File: src/intc_pkg.sv
package intc_pkg;
   // ----------------------------------------------------------------
   // Register word addresses (byte address, one aligned word each)
   // ----------------------------------------------------------------
   localparam logic [4:0] ADDR_REQ_ONE   = 5'h00; // request_register_one
   localparam logic [4:0] ADDR_REQ_TWO   = 5'h04; // request_register_two
   localparam logic [4:0] ADDR_WAKE_REQ  = 5'h08; // wakeup_request_flags
   localparam logic [4:0] ADDR_WAKE_EDGE = 5'h0C; // wakeup_edge_select
   localparam logic [4:0] ADDR_EN_ONE    = 5'h10; // enable_register_one
   localparam logic [4:0] ADDR_EN_TWO    = 5'h14; // enable_register_two
   localparam logic [4:0] ADDR_PIN_EDGE  = 5'h18; // pin_edge_register
   localparam logic [4:0] ADDR_PORT_FN   = 5'h1C; // port functions + status
   // ----------------------------------------------------------------
   // Field positions
   // ----------------------------------------------------------------
   localparam int BIT_TA_OVF     = 7; // Timer A flag in request one
   localparam int BIT_SER_ONE    = 6; // Serial link one flag
   localparam int BIT_RSV_ONE    = 5; // Reserved, reads one
   localparam int BIT_WAKE_GROUP = 5; // Wakeup group enable in enable one
   localparam int BIT_FL_MATCH   = 2; // Timer FL flag in request two
   localparam int BIT_C_WRAP     = 1; // Timer C flag in request two
   localparam int BIT_RSV_TWO    = 0; // Reserved, reads zero
   // ----------------------------------------------------------------
   // Reset values and masks
   // ----------------------------------------------------------------
   localparam logic [7:0] RST_REQ_ONE  = 8'h20; // Bit 5 set
   localparam logic [7:0] RST_ZERO     = 8'h00; // Generic zero reset
   localparam logic [7:0] MASK_REQ_TWO = 8'hFE; // Bit 0 not writable
   localparam logic [7:0] CNT_MAX      = 8'hFF; // Counter top value
   localparam logic [7:0] CNT_MIN      = 8'h00; // Counter bottom value
   // ----------------------------------------------------------------
   // Vector numbers
   // ----------------------------------------------------------------
   localparam logic [4:0] VEC_WAKE  = 5'h09; // Shared wakeup vector
   localparam logic [4:0] VEC_PIN1  = 5'h05; // Pin 1 vector, 2..4 follow
   localparam logic [4:0] VEC_READY = 5'h04; // Decoder ready vector
   localparam logic [4:0] VEC_TA    = 5'h0B; // Timer A
   localparam logic [4:0] VEC_SER   = 5'h0A; // Serial link one
   localparam logic [4:0] VEC_REQ2  = 5'h0D; // Request two base, bits 1..7
   // Acceptance handshake states
   typedef enum logic [1:0] {ST_IDLE, ST_ACCEPT} ack_state_t;
endpackage

File: src/intc_core.sv
// The implementer's own choices: register access over Avalon-MM and the register addresses.
`timescale 1ns/1ns
`default_nettype none
// Summary of operation
// - FL match in 8-bit mode sets flag
// - Timer C wrap either way sets flag
// - Request two bit 0 reads zero
// - Selected wakeup edge sets wakeup flag
// - Wakeup flags cleared only by zero write
// - Edge select: 0 falling, 1 rising
// - Five request inputs plus eight wakeups
// - Group enable blocks all wakeup requests
// - All wakeups share vector nine
// - Pin edge select, flag only when selected
// - Pins use vectors 8..5, pin1 highest
// - Each pin has own enable bit
// - Peripheral flags, enables, vectors 19..10
// - Decoder ready edge-sensed, vector four
// - Highest priority chosen, others wait
// - Accept only while mask bit zero
// - Acceptance sets mask, vector presented
// - Requests gated by enable bits
// - Colliding request still taken later
// - Acceptance leaves flags set
// - Request one layout, bit 5 reads one
module intc_core
   import intc_pkg::*;
(
   // Clock and reset
   input  wire logic       clk_i,
   input  wire logic       nrst_i,
   // Avalon-MM slave
   input  wire logic [4:0] avs_address_i,
   input  wire logic       avs_read_i,
   input  wire logic       avs_write_i,
   input  wire logic [31:0] avs_writedata_i,
   input  wire logic [3:0] avs_byteenable_i,
   output logic [31:0]     avs_readdata_o,
   output logic            avs_waitrequest_o,
   // External pins (asynchronous)
   input  wire logic [7:0] wakeup_pin_i,
   input  wire logic [4:1] external_request_pin_i,
   // Internal sources (same clock)
   input  wire logic       decoder_ready_i,
   input  wire logic       timer_a_ovf_i,
   input  wire logic       serial_done_i,
   input  wire logic [7:3] req_two_evt_i,
   input  wire logic       fl_8bit_mode_i,
   input  wire logic [7:0] timer_fl_counter_i,
   input  wire logic [7:0] timer_fl_compare_i,
   input  wire logic [7:0] timer_c_count_i,
   // CPU side
   input  wire logic       cpu_mask_i,
   input  wire logic       cpu_ack_i,
   output logic            irq_req_o,
   output logic [4:0]      irq_vector_o,
   output logic            mask_set_o
);
   import intc_pkg::*;

   // ----------------------------------------------------------------
   // Registers
   // ----------------------------------------------------------------
   logic [7:0] req_one_r;          // request_register_one
   logic [7:0] req_two_r;          // request_register_two
   logic [7:0] wake_req_r;         // wakeup_request_flags
   logic [7:0] wake_edge_r;        // wakeup_edge_select
   logic [7:0] en_one_r;           // enable_register_one
   logic [7:0] en_two_r;           // enable_register_two
   logic [7:0] pin_edge_r;         // pin_edge_register
   logic [4:0] pin_fn_r;           // port_function_reg_three bits
   logic [7:0] wake_fn_r;          // port_function_reg_five bits
   logic [7:0] c_prev_r;           // Previous timer C count
   logic       rd_valid_r;         // Read answer stage
   logic [31:0] rdata_r;           // Read data register
   logic [4:0] vec_r;              // Registered vector
   logic       req_r;              // Registered request
   ack_state_t st_r;               // Acceptance state

   // ----------------------------------------------------------------
   // Pin synchronisers and edge detection
   // ----------------------------------------------------------------
   logic [11:0] s1_r;              // First stage only
   logic [11:0] s2_r;              // Second stage
   logic [11:0] s3_r;              // Previous synced value
   logic        rdy_prev_r;        // Previous decoder ready
   wire  [11:0] pin_raw = {external_request_pin_i, wakeup_pin_i};

   // Two-flop synchroniser, then a history stage
   always_ff @(posedge clk_i or negedge nrst_i) begin
      if (!nrst_i) begin
         s1_r <= 12'h000;
         s2_r <= 12'h000;
         s3_r <= 12'h000;
         rdy_prev_r <= 1'b0;
      end else begin
         s1_r <= pin_raw;
         s2_r <= s1_r;
         s3_r <= s2_r;
         rdy_prev_r <= decoder_ready_i;
      end
   end

   // ----------------------------------------------------------------
   // Flag set sources
   // ----------------------------------------------------------------
   wire [11:0] rise_w = s2_r & ~s3_r;        // Rising edges
   wire [11:0] fall_w = ~s2_r & s3_r;        // Falling edges
   wire [7:0] wake_evt = wake_fn_r &
                         ((wake_edge_r & rise_w[7:0]) | (~wake_edge_r & fall_w[7:0]));
   // pin edge choice and function gate
   wire [4:1] pin_evt = pin_fn_r[4:1] &
                        ((pin_edge_r[4:1] & rise_w[11:8]) | (~pin_edge_r[4:1] & fall_w[11:8]));
   wire rdy_evt = pin_fn_r[0] & (pin_edge_r[0] ? (decoder_ready_i & ~rdy_prev_r)
                                              : (~decoder_ready_i & rdy_prev_r));
   wire fl_evt = fl_8bit_mode_i & (timer_fl_counter_i == timer_fl_compare_i);
   wire c_evt = ((c_prev_r == CNT_MAX) && (timer_c_count_i == CNT_MIN)) ||
                ((c_prev_r == CNT_MIN) && (timer_c_count_i == CNT_MAX));

   wire [7:0] set_one = {timer_a_ovf_i, serial_done_i, 1'b0, pin_evt, rdy_evt};
   wire [7:0] set_two = {req_two_evt_i, fl_evt, c_evt, 1'b0};

   // ----------------------------------------------------------------
   // Bus decode
   // ----------------------------------------------------------------
   // Lane 0 write strobe, blocked during a read answer
   wire       wr    = avs_write_i & ~rd_valid_r & avs_byteenable_i[0];
   wire [7:0] wd    = avs_writedata_i[7:0];
   wire       wr_r1 = wr & (avs_address_i == ADDR_REQ_ONE);
   wire       wr_r2 = wr & (avs_address_i == ADDR_REQ_TWO);
   wire       wr_wk = wr & (avs_address_i == ADDR_WAKE_REQ);
   wire [7:0] clr_one = wr_r1 ? ~wd : 8'h00;
   wire [7:0] clr_two = wr_r2 ? ~wd : 8'h00;
   wire [7:0] clr_wk  = wr_wk ? ~wd : 8'h00;
   wire [7:0] req_one_nxt = ((req_one_r & ~clr_one) | set_one) | (8'h01 << BIT_RSV_ONE);
   wire [7:0] req_two_nxt = ((req_two_r & ~(clr_two & MASK_REQ_TWO)) | set_two) & MASK_REQ_TWO;
   wire [7:0] wake_req_nxt = (wake_req_r & ~clr_wk) | wake_evt;

   // Read multiplexer
   logic [7:0] rd_byte;
   always_comb begin
      unique case (avs_address_i)
         ADDR_REQ_ONE:   rd_byte = req_one_r;
         ADDR_REQ_TWO:   rd_byte = req_two_r;
         ADDR_WAKE_REQ:  rd_byte = wake_req_r;
         ADDR_WAKE_EDGE: rd_byte = wake_edge_r;
         ADDR_EN_ONE:    rd_byte = en_one_r;
         ADDR_EN_TWO:    rd_byte = en_two_r;
         ADDR_PIN_EDGE:  rd_byte = pin_edge_r;
         ADDR_PORT_FN:   rd_byte = {3'h0, pin_fn_r};
         default:        rd_byte = 8'h00; // Unmapped reads zero
      endcase
   end

   // Registers and flags
   always_ff @(posedge clk_i or negedge nrst_i) begin
      if (!nrst_i) begin
         req_one_r   <= RST_REQ_ONE;
         req_two_r   <= RST_ZERO;
         wake_req_r  <= RST_ZERO;
         wake_edge_r <= RST_ZERO;
         en_one_r    <= RST_ZERO;
         en_two_r    <= RST_ZERO;
         pin_edge_r  <= RST_ZERO;
         pin_fn_r    <= 5'h00;
         wake_fn_r   <= RST_ZERO;
         c_prev_r    <= RST_ZERO;
      end else begin
         req_one_r  <= req_one_nxt;
         req_two_r  <= req_two_nxt;
         wake_req_r <= wake_req_nxt;
         c_prev_r   <= timer_c_count_i;
         if (wr && avs_address_i == ADDR_WAKE_EDGE) begin
            wake_edge_r <= wd;
         end
         if (wr && avs_address_i == ADDR_EN_ONE) begin
            en_one_r <= wd;
         end
         if (wr && avs_address_i == ADDR_EN_TWO) begin
            en_two_r <= wd;
         end
         if (wr && avs_address_i == ADDR_PIN_EDGE) begin
            pin_edge_r <= wd;
         end
         if (wr && avs_address_i == ADDR_PORT_FN) begin
            pin_fn_r <= wd[4:0];
         end
         // Wakeup function bits in second byte
         if (avs_write_i && !rd_valid_r && avs_byteenable_i[1] &&
             avs_address_i == ADDR_PORT_FN) begin
            wake_fn_r <= avs_writedata_i[15:8];
         end
      end
   end

   // Bus answer: writes in one cycle, reads in two
   always_ff @(posedge clk_i or negedge nrst_i) begin
      if (!nrst_i) begin
         rd_valid_r <= 1'b0;
         rdata_r    <= 32'h0000_0000;
      end else begin
         rd_valid_r <= avs_read_i & ~rd_valid_r;
         if (avs_read_i && !rd_valid_r) begin
            rdata_r <= (avs_address_i == ADDR_PORT_FN) ?
                       {16'h0000, wake_fn_r, rd_byte} : {24'h000000, rd_byte};
         end
      end
   end
   assign avs_waitrequest_o = avs_read_i & ~rd_valid_r;
   assign avs_readdata_o    = rdata_r;

   // ----------------------------------------------------------------
   // Priority selection
   // ----------------------------------------------------------------
   // per-source enables
   wire [7:0] act_one = req_one_r & en_one_r & ~(8'h01 << BIT_RSV_ONE);
   wire [7:0] act_two = req_two_r & en_two_r & MASK_REQ_TWO;
   wire       act_wk  = (|wake_req_r) & en_one_r[BIT_WAKE_GROUP];

   logic       sel_v;
   logic [4:0] sel_vec;
   always_comb begin
      sel_v   = 1'b1;
      sel_vec = VEC_READY;
      if (act_one[0]) begin
         sel_vec = VEC_READY;
      end else if (act_one[1]) begin
         sel_vec = VEC_PIN1;
      end else if (act_one[2]) begin
         sel_vec = VEC_PIN1 + 5'h01;
      end else if (act_one[3]) begin
         sel_vec = VEC_PIN1 + 5'h02;
      end else if (act_one[4]) begin
         sel_vec = VEC_PIN1 + 5'h03;
      end else if (act_wk) begin
         sel_vec = VEC_WAKE;
      end else if (act_one[BIT_SER_ONE]) begin
         sel_vec = VEC_SER;
      end else if (act_one[BIT_TA_OVF]) begin
         sel_vec = VEC_TA;
      end else if (act_two[1]) begin
         sel_vec = VEC_REQ2;
      end else if (act_two[2]) begin
         sel_vec = VEC_REQ2 + 5'h01;
      end else if (act_two[3]) begin
         sel_vec = VEC_REQ2 + 5'h02;
      end else if (act_two[4]) begin
         sel_vec = VEC_REQ2 + 5'h03;
      end else if (act_two[5]) begin
         sel_vec = VEC_REQ2 + 5'h04;
      end else if (act_two[6]) begin
         sel_vec = VEC_REQ2 + 5'h05;
      end else if (act_two[7]) begin
         sel_vec = VEC_REQ2 + 5'h06;
      end else begin
         sel_v = 1'b0;
      end
   end

   // Acceptance handshake with the CPU core
   always_ff @(posedge clk_i or negedge nrst_i) begin
      if (!nrst_i) begin
         req_r <= 1'b0;
         vec_r <= 5'h00;
         st_r  <= ST_IDLE;
      end else begin
         unique case (st_r)
            ST_IDLE: begin
               req_r <= sel_v & ~cpu_mask_i;
               vec_r <= sel_vec;
               if (req_r && cpu_ack_i) begin
                  st_r  <= ST_ACCEPT;
                  req_r <= 1'b0;
               end
            end
            ST_ACCEPT: begin
               req_r <= 1'b0;
               st_r  <= ST_IDLE;
            end
         endcase
      end
   end
   assign irq_req_o    = req_r;
   assign irq_vector_o = vec_r;
   assign mask_set_o   = (st_r == ST_ACCEPT);
endmodule // intc_core
`default_nettype wire

File: config.mk
export PLATFORM = sky130hd
export DESIGN_NAME = intc_core
export DESIGN_NICKNAME = d
export VERILOG_FILES = /design/src/intc_pkg.sv /design/src/intc_core.sv
export SDC_FILE = /design/constraint.sdc
export NUM_CORES = 1
export LEC_CHECK = 0
export BUFFER_PORTS_ARGS = -buffer_cell sky130_fd_sc_hd__buf_2
export CELL_PAD_IN_SITES_DETAIL_PLACEMENT = 1
export CELL_PAD_IN_SITES_GLOBAL_PLACEMENT = 1
export CORE_ASPECT_RATIO = 2
export CORE_UTILIZATION = 35
export DETAILED_ROUTE_END_ITERATION = 10
export GPL_ROUTABILITY_DRIVEN = 0
export PLACE_DENSITY_LB_ADDON = 0.25
export SLEW_MARGIN = 20
export SYNTH_ARGS = -nofsm -noshare
export SYNTH_HDL_FRONTEND = slang
export SYNTH_SLANG_ARGS = --single-unit
File: constraint.sdc
create_clock -name clk_i -period 2 [get_ports clk_i]
set_clock_uncertainty 0.2 [all_clocks]
set_input_delay 0.2 -clock clk_i [delete_from_list [all_inputs] [get_ports clk_i]]
set_output_delay 0.2 -clock clk_i [all_outputs]
set_load 0.005 [all_outputs]
==> impl_metrics.ini, run 1 <==
[route]
drt-initial-drc-count = 249
maxUsedRoutingLayer = met4
drtAntennaViolNets = 0
wl_met2_um = 9670
wl_met1_um = 6160
wl_met3_um = 613
drc = 0
firstDrtPassIters = 5
wirelength_um = 17100
wl_per_cell_um = 18.7
avgViaCountPerCell = 5.07
vias = 4637

[die]
io_pins = 132
coreArea_mm2 = 0.0159
row_count = 65
initial_core_util_pct = 35.9
dieHeight_um = 182
fp.dieW_um = 92.2
dieArea_mm2 = 0.0168

[timing]
setup_viol = 0
period_share_pct = 95.4
rsz0062_at_grt = false
worst_slack_ps = 92.2
clock.fmax_mhz = 524
hold_violations = 0
drv_slew = 0
fin_crit_ps = 1910

[worst_setup_path]
reg2regPathDepth = 5
crit_end = irq_vector_o[4]
r2r-start = wake_req_r[6]
startpoint_type = flop
worst_path_max_delay_cell = or4_1
required_ps = 2170
cpPeakStageDelay_ps = 590
crit_chain = or4_1, o21ai_4, nand3_2, nor3_4, a32o_1
r2r_end = irq_vector_o[4]
cp.arrival_ps = 2070
rrSetupSlack_ps = 90
crit_fanout = 3
criticalPathCategory = reg -> reg
crit_path_end_kind = flop
crit_path_start = wake_req_r[6]

[placement]
hpwlAfterDp_um = 12400
pre_cts_slack_ps = -87.9
numPortBuffers = 97

[power_and_ir_drop]
p_per_area_mw_per_mm2 = 911
irDropWorstVdd_v = 0.000524
power.total_mw = 7.25
power.leakage_nw = 3.68

[job]
maxCapViolations = 0

[clock_tree]
worstSkewPairLatency_ps = 420
root_buffer = clkbuf_16
cts_tree = yes
cts_buffers = 17
cts.sinks = 136
htree_levels = 4
clkTransAtPathRegs_ps = 60
cts_setup_buffers = 0
clock_path_buffers = 2

[layout]
diodes = 0
final_cell_mix = dfrtp_1, buf_2, nand2_1
fillers = 1761
drive_gt1_share_pct = 33.8
synthToLayoutAreaGrowth_pct = 39.7
final_common_cell = dfrtp_1
nets = 793

[synth]
yosysWarnings = 0
synth_cells = 489
avgSynthCellArea_um2 = 11.7
syn_area_mm2 = 0.00570
synth_edf_count = 0
synth_seq_area_share_pct = 59.7
ys_seq_elements = 136
ys_async_sr_fraction_pct = 100
synth_ff_type = dfrtp_1
synth.distinct_cells = 52

[global_routing]
grt_first_pass_wirelength_um = 27500
grt-ovfl-total = 0
antenna_found_initial = 0
track_usage_pct = 22.1
grt_pass1_vias = 5248
grt_max_degree = 51

[hold_path]
worstHoldPathType = in -> reg

[run_status]
outcome = finished clean
[flip-flops by register name, indices dropped and copies added (netlist names), 5 cells and up]
register	count
avs_readdata_o	16
s1_r	12
s2_r	12
s3_r	12
c_prev_r	8
en_one_r	8
en_two_r	8
pin_edge_r	8
wake_edge_r	8
wake_fn_r	8
wake_req_r	8
req_one_r	7
req_two_r	7
irq_vector_o	5
pin_fn_r	5
[worst min-delay path by stage]
stage                startpoint  slack (ps)            endpoint  cells past startpoint
6_report             avs_read_i          40          rd_valid_r                      3
5_1_grt        avs_address_i[0]          40   avs_readdata_o[5]                      5
4_1_cts              avs_read_i          20          rd_valid_r                      3
3_5_place_dp             nrst_i         -30  avs_readdata_o[14]                      1
3_3_place_gp             nrst_i         -40  avs_readdata_o[14]                      1
2_1_floorplan            nrst_i        -300   avs_readdata_o[0]                      0
[power by group]
group          internal, mW  switching [mW]  total [mW]
Clock                  1.94            1.20        3.14
Sequential             3.00           0.216        3.22
Combinational         0.464           0.437       0.901
Total                  5.40            1.85        7.25
[synth_stat cells (2+ instances only)]
master,n,area (um2)
dfrtp_1,136,3400
nand2_1,81,304
mux2_2,44,495
o21ai_0,39,195
nor2_1,23,86.3
buf_4,17,128
a22oi_1,12,90.1
nand3_1,12,60.1
nand2b_1,10,62.6
a21oi_1,9,45.0
a22o_1,9,78.8
a221oi_1,7,61.3
a31oi_1,6,37.5
and2_1,6,37.5
nor2_2,5,31.3
nor3_4,5,81.3
nor4_1,5,31.3
a222oi_1,4,40.0
clkbuf_1,4,15.0
inv_1,4,15.0
nand4_1,4,25.0
xnor2_1,4,35.0
xor2_1,4,35.0
a21o_1,3,22.5
a32o_1,2,20.0
buf_2,2,10.0
nand3b_1,2,15.0
nor2b_1,2,12.5
nor3_1,2,10.0
nor3_2,2,20.0
nor3b_1,2,15.0
or4_1,2,15.0
[layer usage]
metal,track usage (%),up-vias
met2,40.5,155
met1,22.5,2291
met4,12.7,0
met3,5.17,37
met5,0,-
li1,-,2154
[timing repair]
item	in CTS	in global routing
hold endpoints to repair	227	0
setup endpoints to repair	5	10
pin swaps	2	2
gates resized for setup	5	5
hold buffers	57	0
[stage by stage]
| stage | area, um2 | setup TNS (ps) | hold slack (ps) | util, % | cells |
|---|---|---|---|---|---|
| CTS | 7940 | 0 | 22.3 | 50.0 | 915 |
| detailed placement | 6760 | -982 | -31.3 | 42.6 | 826 |
| floorplan | 5750 | 0 | -296 | - | 504 |
| finish | 7960 | 0 | 36.3 | 50.2 | 915 |
| global route | 7960 | 0 | 44.1 | 50.2 | 915 |
| global placement | 6760 | -285 | -41.2 | 42.6 | 826 |
[logic make-up (layout without fill, tap and decap cells)]
logic type | count (synthesis) | after routing | synth area share (%)
compound gates | 102 | 102 | 12.0
xor+xnor | 8 | 8 | 1.23
buf+inv | 29 | 239 | 3.21
flops | 136 | 136 | 59.7
simple gates | 169 | 169 | 15.1
other cells | 1 | 16 | 0.0658
mux | 44 | 44 | 8.70
[area by class of cell]
type / count / area (um2) / share of cell area, %
sequential: 136 / 3400 / 42.8
multi-input combinational: 339 / 2210 / 27.7
timing repair buffer: 202 / 1490 / 18.7
clock buffer: 22 / 474 / 5.96
tap: 201 / 251 / 3.16
clock inverter: 10 / 118 / 1.48
inverter: 5 / 20.0 / 0.252
[critical path: cells and delay by family (launching register included)]
family | cells | cell delay [ps]
AOI/OAI and AO/OA | 2 | 360
DFF | 1 | 410
and+or+nand+nor | 3 | 880
Power figures use the tool's default switching activity.
==> inputs of run 2 (changes only) <==
--- a/config.mk
+++ b/config.mk
@@ -9,7 +9,7 @@
 export CELL_PAD_IN_SITES_DETAIL_PLACEMENT = 1
 export CELL_PAD_IN_SITES_GLOBAL_PLACEMENT = 1
 export CORE_ASPECT_RATIO = 2
-export CORE_UTILIZATION = 35
+export CORE_UTILIZATION = 31
 export DETAILED_ROUTE_END_ITERATION = 10
 export GPL_ROUTABILITY_DRIVEN = 0
 export PLACE_DENSITY_LB_ADDON = 0.25
==> impl_metrics.ini, run 2 (synthesized netlist as in run 1, its figures left out) <==
[layout]
fin_cells = 933
diodes = 0
post-route-util_pct = 45.0
drive_gt1_share_pct = 34.3
largest_reg_flops = 16
final_cell_mix = dfrtp_1, buf_2, nand2_1
nets = 801
final_cell_area_mm2 = 0.00803
final_common_cell = dfrtp_1
synthToLayoutAreaGrowth_pct = 41.0

[route]
drtAntennaViolNets = 0
wl_met1_um = 6310
wl_per_cell_um = 18.9
avgViaCountPerCell = 5.05
wl_met2_um = 9890
wl_met3_um = 670
drt-initial-drc-count = 207
maxUsedRoutingLayer = met4
firstDrtPassIters = 7
drc = 11
wirelength_um = 17600
vias = 4707

[timing]
fin_crit_ps = 1920
hold_violations = 0
worst_pin_slew_ps = 548
period_share_pct = 96.1
clock.fmax_mhz = 520
drv_slew = 0
relSlewSlack_pct = 63.4
setup_viol = 0

[global_routing]
grt_max_degree = 54
track_usage_pct = 20.0
grt-ovfl-total = 0
grt_first_pass_wirelength_um = 28500
grt_pass1_vias = 5242
antenna_found_initial = 0

[job]
maxCapViolations = 0

[hold_path]
worstHoldPathType = in -> async

[die]
fp.dieW_um = 97.9
dieHeight_um = 194
io_pins = 132
coreArea_mm2 = 0.0179
initial_core_util_pct = 31.9
dieArea_mm2 = 0.0190
row_count = 69

[clock_tree]
worstSkewPairLatency_ps = 420
clkTransAtPathRegs_ps = 60
clock_path_buffers = 2
cts_buffers = 17
cts.sinks = 136
cts_tree = yes
root_buffer = clkbuf_16
htree_levels = 4

[power_and_ir_drop]
irDropWorstVdd_v = 0.000463
power.leakage_nw = 3.73
p_per_area_mw_per_mm2 = 905

[worst_setup_path]
crit_path_end_kind = flop
startpoint_type = flop
crit_fanout = 3
criticalPathCategory = reg -> reg
cp.arrival_ps = 2080
required_ps = 2160

[placement]
hpwlAfterDp_um = 13200
numPortBuffers = 97
dp.cells = 845
place_area_mm2 = 0.00682

[run_status]
outcome = finished, violations left
violations = design-rule violations
run 2: cell count changes in the layout (fill, tap and decap cells not counted), moves of 2 or more:
cell,delta
buf_4,+7
clkinv_2,+2
inv_6,-2
clkbuf_1,-2
clkinvlp_4,-2
clkbuf_8,+2
run 2: metrics by stage:
step                      TNS, ps  setup slack [ps]  power, mW  hold slack, ps
after floorplan                 0               179       3.60            -296
after detailed placement    -1190              -115       4.11           -2.24
final                           0              78.1       7.27            98.4
after global routing        -14.0             -14.0       7.60             160
after CTS                       0              22.8       7.37            42.8
after global placement       -813             -96.7       4.07           -14.5
run 2: final timing paths:
check / startpoint / cells past startpoint / to / slack, ps
worst min register to register: s1_r[4] / 0 / s2_r[4] / 150
worst max register to register: wake_req_r[2] / 5 / irq_vector_o[4] / 80
max in group asynchronous: nrst_i / 3 / pin_edge_r[5] / 920
min in group clk_i: avs_address_i[2] / 4 / avs_readdata_o[5] / 140
worst max-delay path: wake_req_r[2] / 5 / irq_vector_o[4] / 80
worst min-delay path: nrst_i / 2 / s1_r[11] / 100
run 2: layer usage:
metal | global-route usage [%] | vias to the layer above
li1 | - | 2164
met1 | 20.4 | 2346
met2 | 36.9 | 154
met3 | 4.11 | 43
met4 | 11.9 | 0
met5 | 0 | -
run 2: critical path: stages, from the launching register on:
cell	delay (ps)
dfrtp_1	380
or4_4	580
o21ai_4	210
nand3_2	140
nor3_4	180
a32o_1	180
run 2: what timing repair did:
action,CTS,global route
pin swaps,1,1
endpoints found under the setup margin,12,20
gates resized for setup,5,5
setup buffers,0,0
endpoints found under the hold margin,223,1
hold buffers,57,1
cloned,0,0
run 2: power by group:
part	leakage (nW)	internal [mW]	total [mW]	switching, mW
Clock	0.290	1.97	3.10	1.13
Combinational	1.79	0.490	0.957	0.467
Sequential	1.65	3.00	3.21	0.209
Total	3.73	5.47	7.27	1.81
run 2: cell type report:
type / instances / area (um2)
inverter: 5 / 20.0
multi-input combinational: 339 / 2210
clock inverter: 8 / 95.1
tap: 213 / 267
timing repair buffer: 210 / 1550
fill: 1968 / 9840
clock buffer: 22 / 494
sequential: 136 / 3400
==> inputs of run 3 (changes only) <==
--- a/config.mk
+++ b/config.mk
@@ -8,7 +8,6 @@
 export BUFFER_PORTS_ARGS = -buffer_cell sky130_fd_sc_hd__buf_2
 export CELL_PAD_IN_SITES_DETAIL_PLACEMENT = 1
 export CELL_PAD_IN_SITES_GLOBAL_PLACEMENT = 1
-export CORE_ASPECT_RATIO = 2
 export CORE_UTILIZATION = 31
 export DETAILED_ROUTE_END_ITERATION = 10
 export GPL_ROUTABILITY_DRIVEN = 0
==> impl_metrics.ini, run 3 (synthesized netlist as in run 1, its figures left out) <==
[run_status]
outcome = finished clean

[die]
row_count = 49
initial_core_util_pct = 31.7
dieArea_mm2 = 0.0189
fp.dieW_um = 138
io_pins = 132
dieHeight_um = 138
coreArea_mm2 = 0.0180

[timing]
fin_crit_ps = 1900
worst_pin_slew_ps = 770
rsz0062_at_grt = false
fin_setup_tns_ps = 0
hold_slack_ps = 103
setup_viol = 0
hold_violations = 0
period_share_pct = 95.1
clock.fmax_mhz = 525
relSlewSlack_pct = 48.5
drv_slew = 0

[global_routing]
grt-ovfl-total = 0
antenna_found_initial = 0
grt_first_pass_wirelength_um = 26500
track_usage_pct = 19.1
grt_max_degree = 53
grt_pass1_vias = 4920

[route]
wl_per_cell_um = 17.7
firstDrtPassIters = 5
vias = 4615
drt-initial-drc-count = 249
avgViaCountPerCell = 4.88
wirelength_um = 16700
drc = 0
drtAntennaViolNets = 0

[layout]
post-route-util_pct = 44.6
final_common_cell = dfrtp_1
nets = 795
synthToLayoutAreaGrowth_pct = 40.6
drive_gt1_share_pct = 32.8
final_cell_mix = dfrtp_1, buf_2, nand2_1
fillers = 1971
largest_reg_flops = 16
diodes = 0

[worst_setup_path]
crit_fanout = 3
startpoint_type = flop
criticalPathCategory = reg -> reg
cp.arrival_ps = 2060
crit_chain = or4_4, o21ai_4, nand3_2, nor3_4, a32o_1
worst_path_max_delay_cell = or4_4
cpPeakStageDelay_ps = 560
crit_path_end_kind = flop
required_ps = 2160

[clock_tree]
htree_levels = 4
cts_tree = yes
cts_buffers = 17
clock_path_buffers = 2
clkTransAtPathRegs_ps = 60
cts.sinks = 136
root_buffer = clkbuf_16
worstSkewPairLatency_ps = 420

[job]
maxCapViolations = 0

[power_and_ir_drop]
power.leakage_nw = 3.70
p_per_area_mw_per_mm2 = 913
irDropWorstVdd_v = 0.000588

[placement]
numPortBuffers = 97
hpwlAfterDp_um = 11900

[hold_path]
worstHoldPathType = in -> reg
[run 3: timing repair]
item                                    4_1_cts  5_1_grt
hold buffers                                 59        0
resized for setup                             4        2
endpoints found under the setup margin        3        3
buffers inserted                              0        0
endpoints found under the hold margin       226        0
pin swaps                                     3        2
[run 3: where the power goes]
group | internal, mW | switching, mW
clock network | 2.05 | 1.15
logic | 0.473 | 0.431
registers | 3.00 | 0.213
total | 5.53 | 1.79
[run 3: per-layer routing]
layer  vias up  global-route usage [%]  wire (um)
met4         0                    5.74        212
met2        95                    32.7       8660
li1       2155                       -          -
met3        14                    4.93        528
met1      2351                    23.5       7340
met5         -                       0          0
[run 3: stage by stage]
| stage | cells | power [mW] | area [um2] | worst slack [ps] |
|---|---|---|---|---|
| global route | 945 | 7.67 | 8010 | 27.5 |
| floorplan | 504 | 3.60 | 5750 | 179 |
| finish | 945 | 7.32 | 8010 | 97.0 |
| detailed placement | 854 | 4.07 | 6790 | -75.4 |
| CTS | 945 | 7.42 | 8000 | 3.74 |
| global placement | 854 | 4.03 | 6790 | -21.6 |
[run 3: layout make-up]
class / count / area, um2 / share of cell area, %
flip-flops and latches: 136 / 3400 / 42.5
multi-input cells: 339 / 2200 / 27.4
repair buffers: 204 / 1510 / 18.8
clock buffers: 24 / 482 / 6.01
well taps: 229 / 287 / 3.58
clock inverters: 8 / 119 / 1.48
inverters: 5 / 18.8 / 0.234
[run 3: worst paths after layout]
| check | startpoint | to | slack (ps) | depth (start not counted) |
|---|---|---|---|---|
| setup / recovery | wake_req_r[2] | irq_vector_o[4] | 100 | 5 |
| hold / removal | avs_read_i | rd_valid_r | 100 | 4 |
| setup reg to reg | wake_req_r[2] | irq_vector_o[4] | 100 | 5 |
| hold reg to reg | s1_r[2] | s2_r[2] | 150 | 0 |
| max in group asynchronous | nrst_i | req_two_r[5] | 300 | 3 |
| min in group asynchronous | nrst_i | wake_req_r[6] | 130 | 3 |
[run 3: critical path: cells and delay by family, from the launching register on]
family | cells | cell delay (ps)
AOI/OAI and AO/OA | 2 | 390
DFF | 1 | 390
and+or+nand+nor | 3 | 870
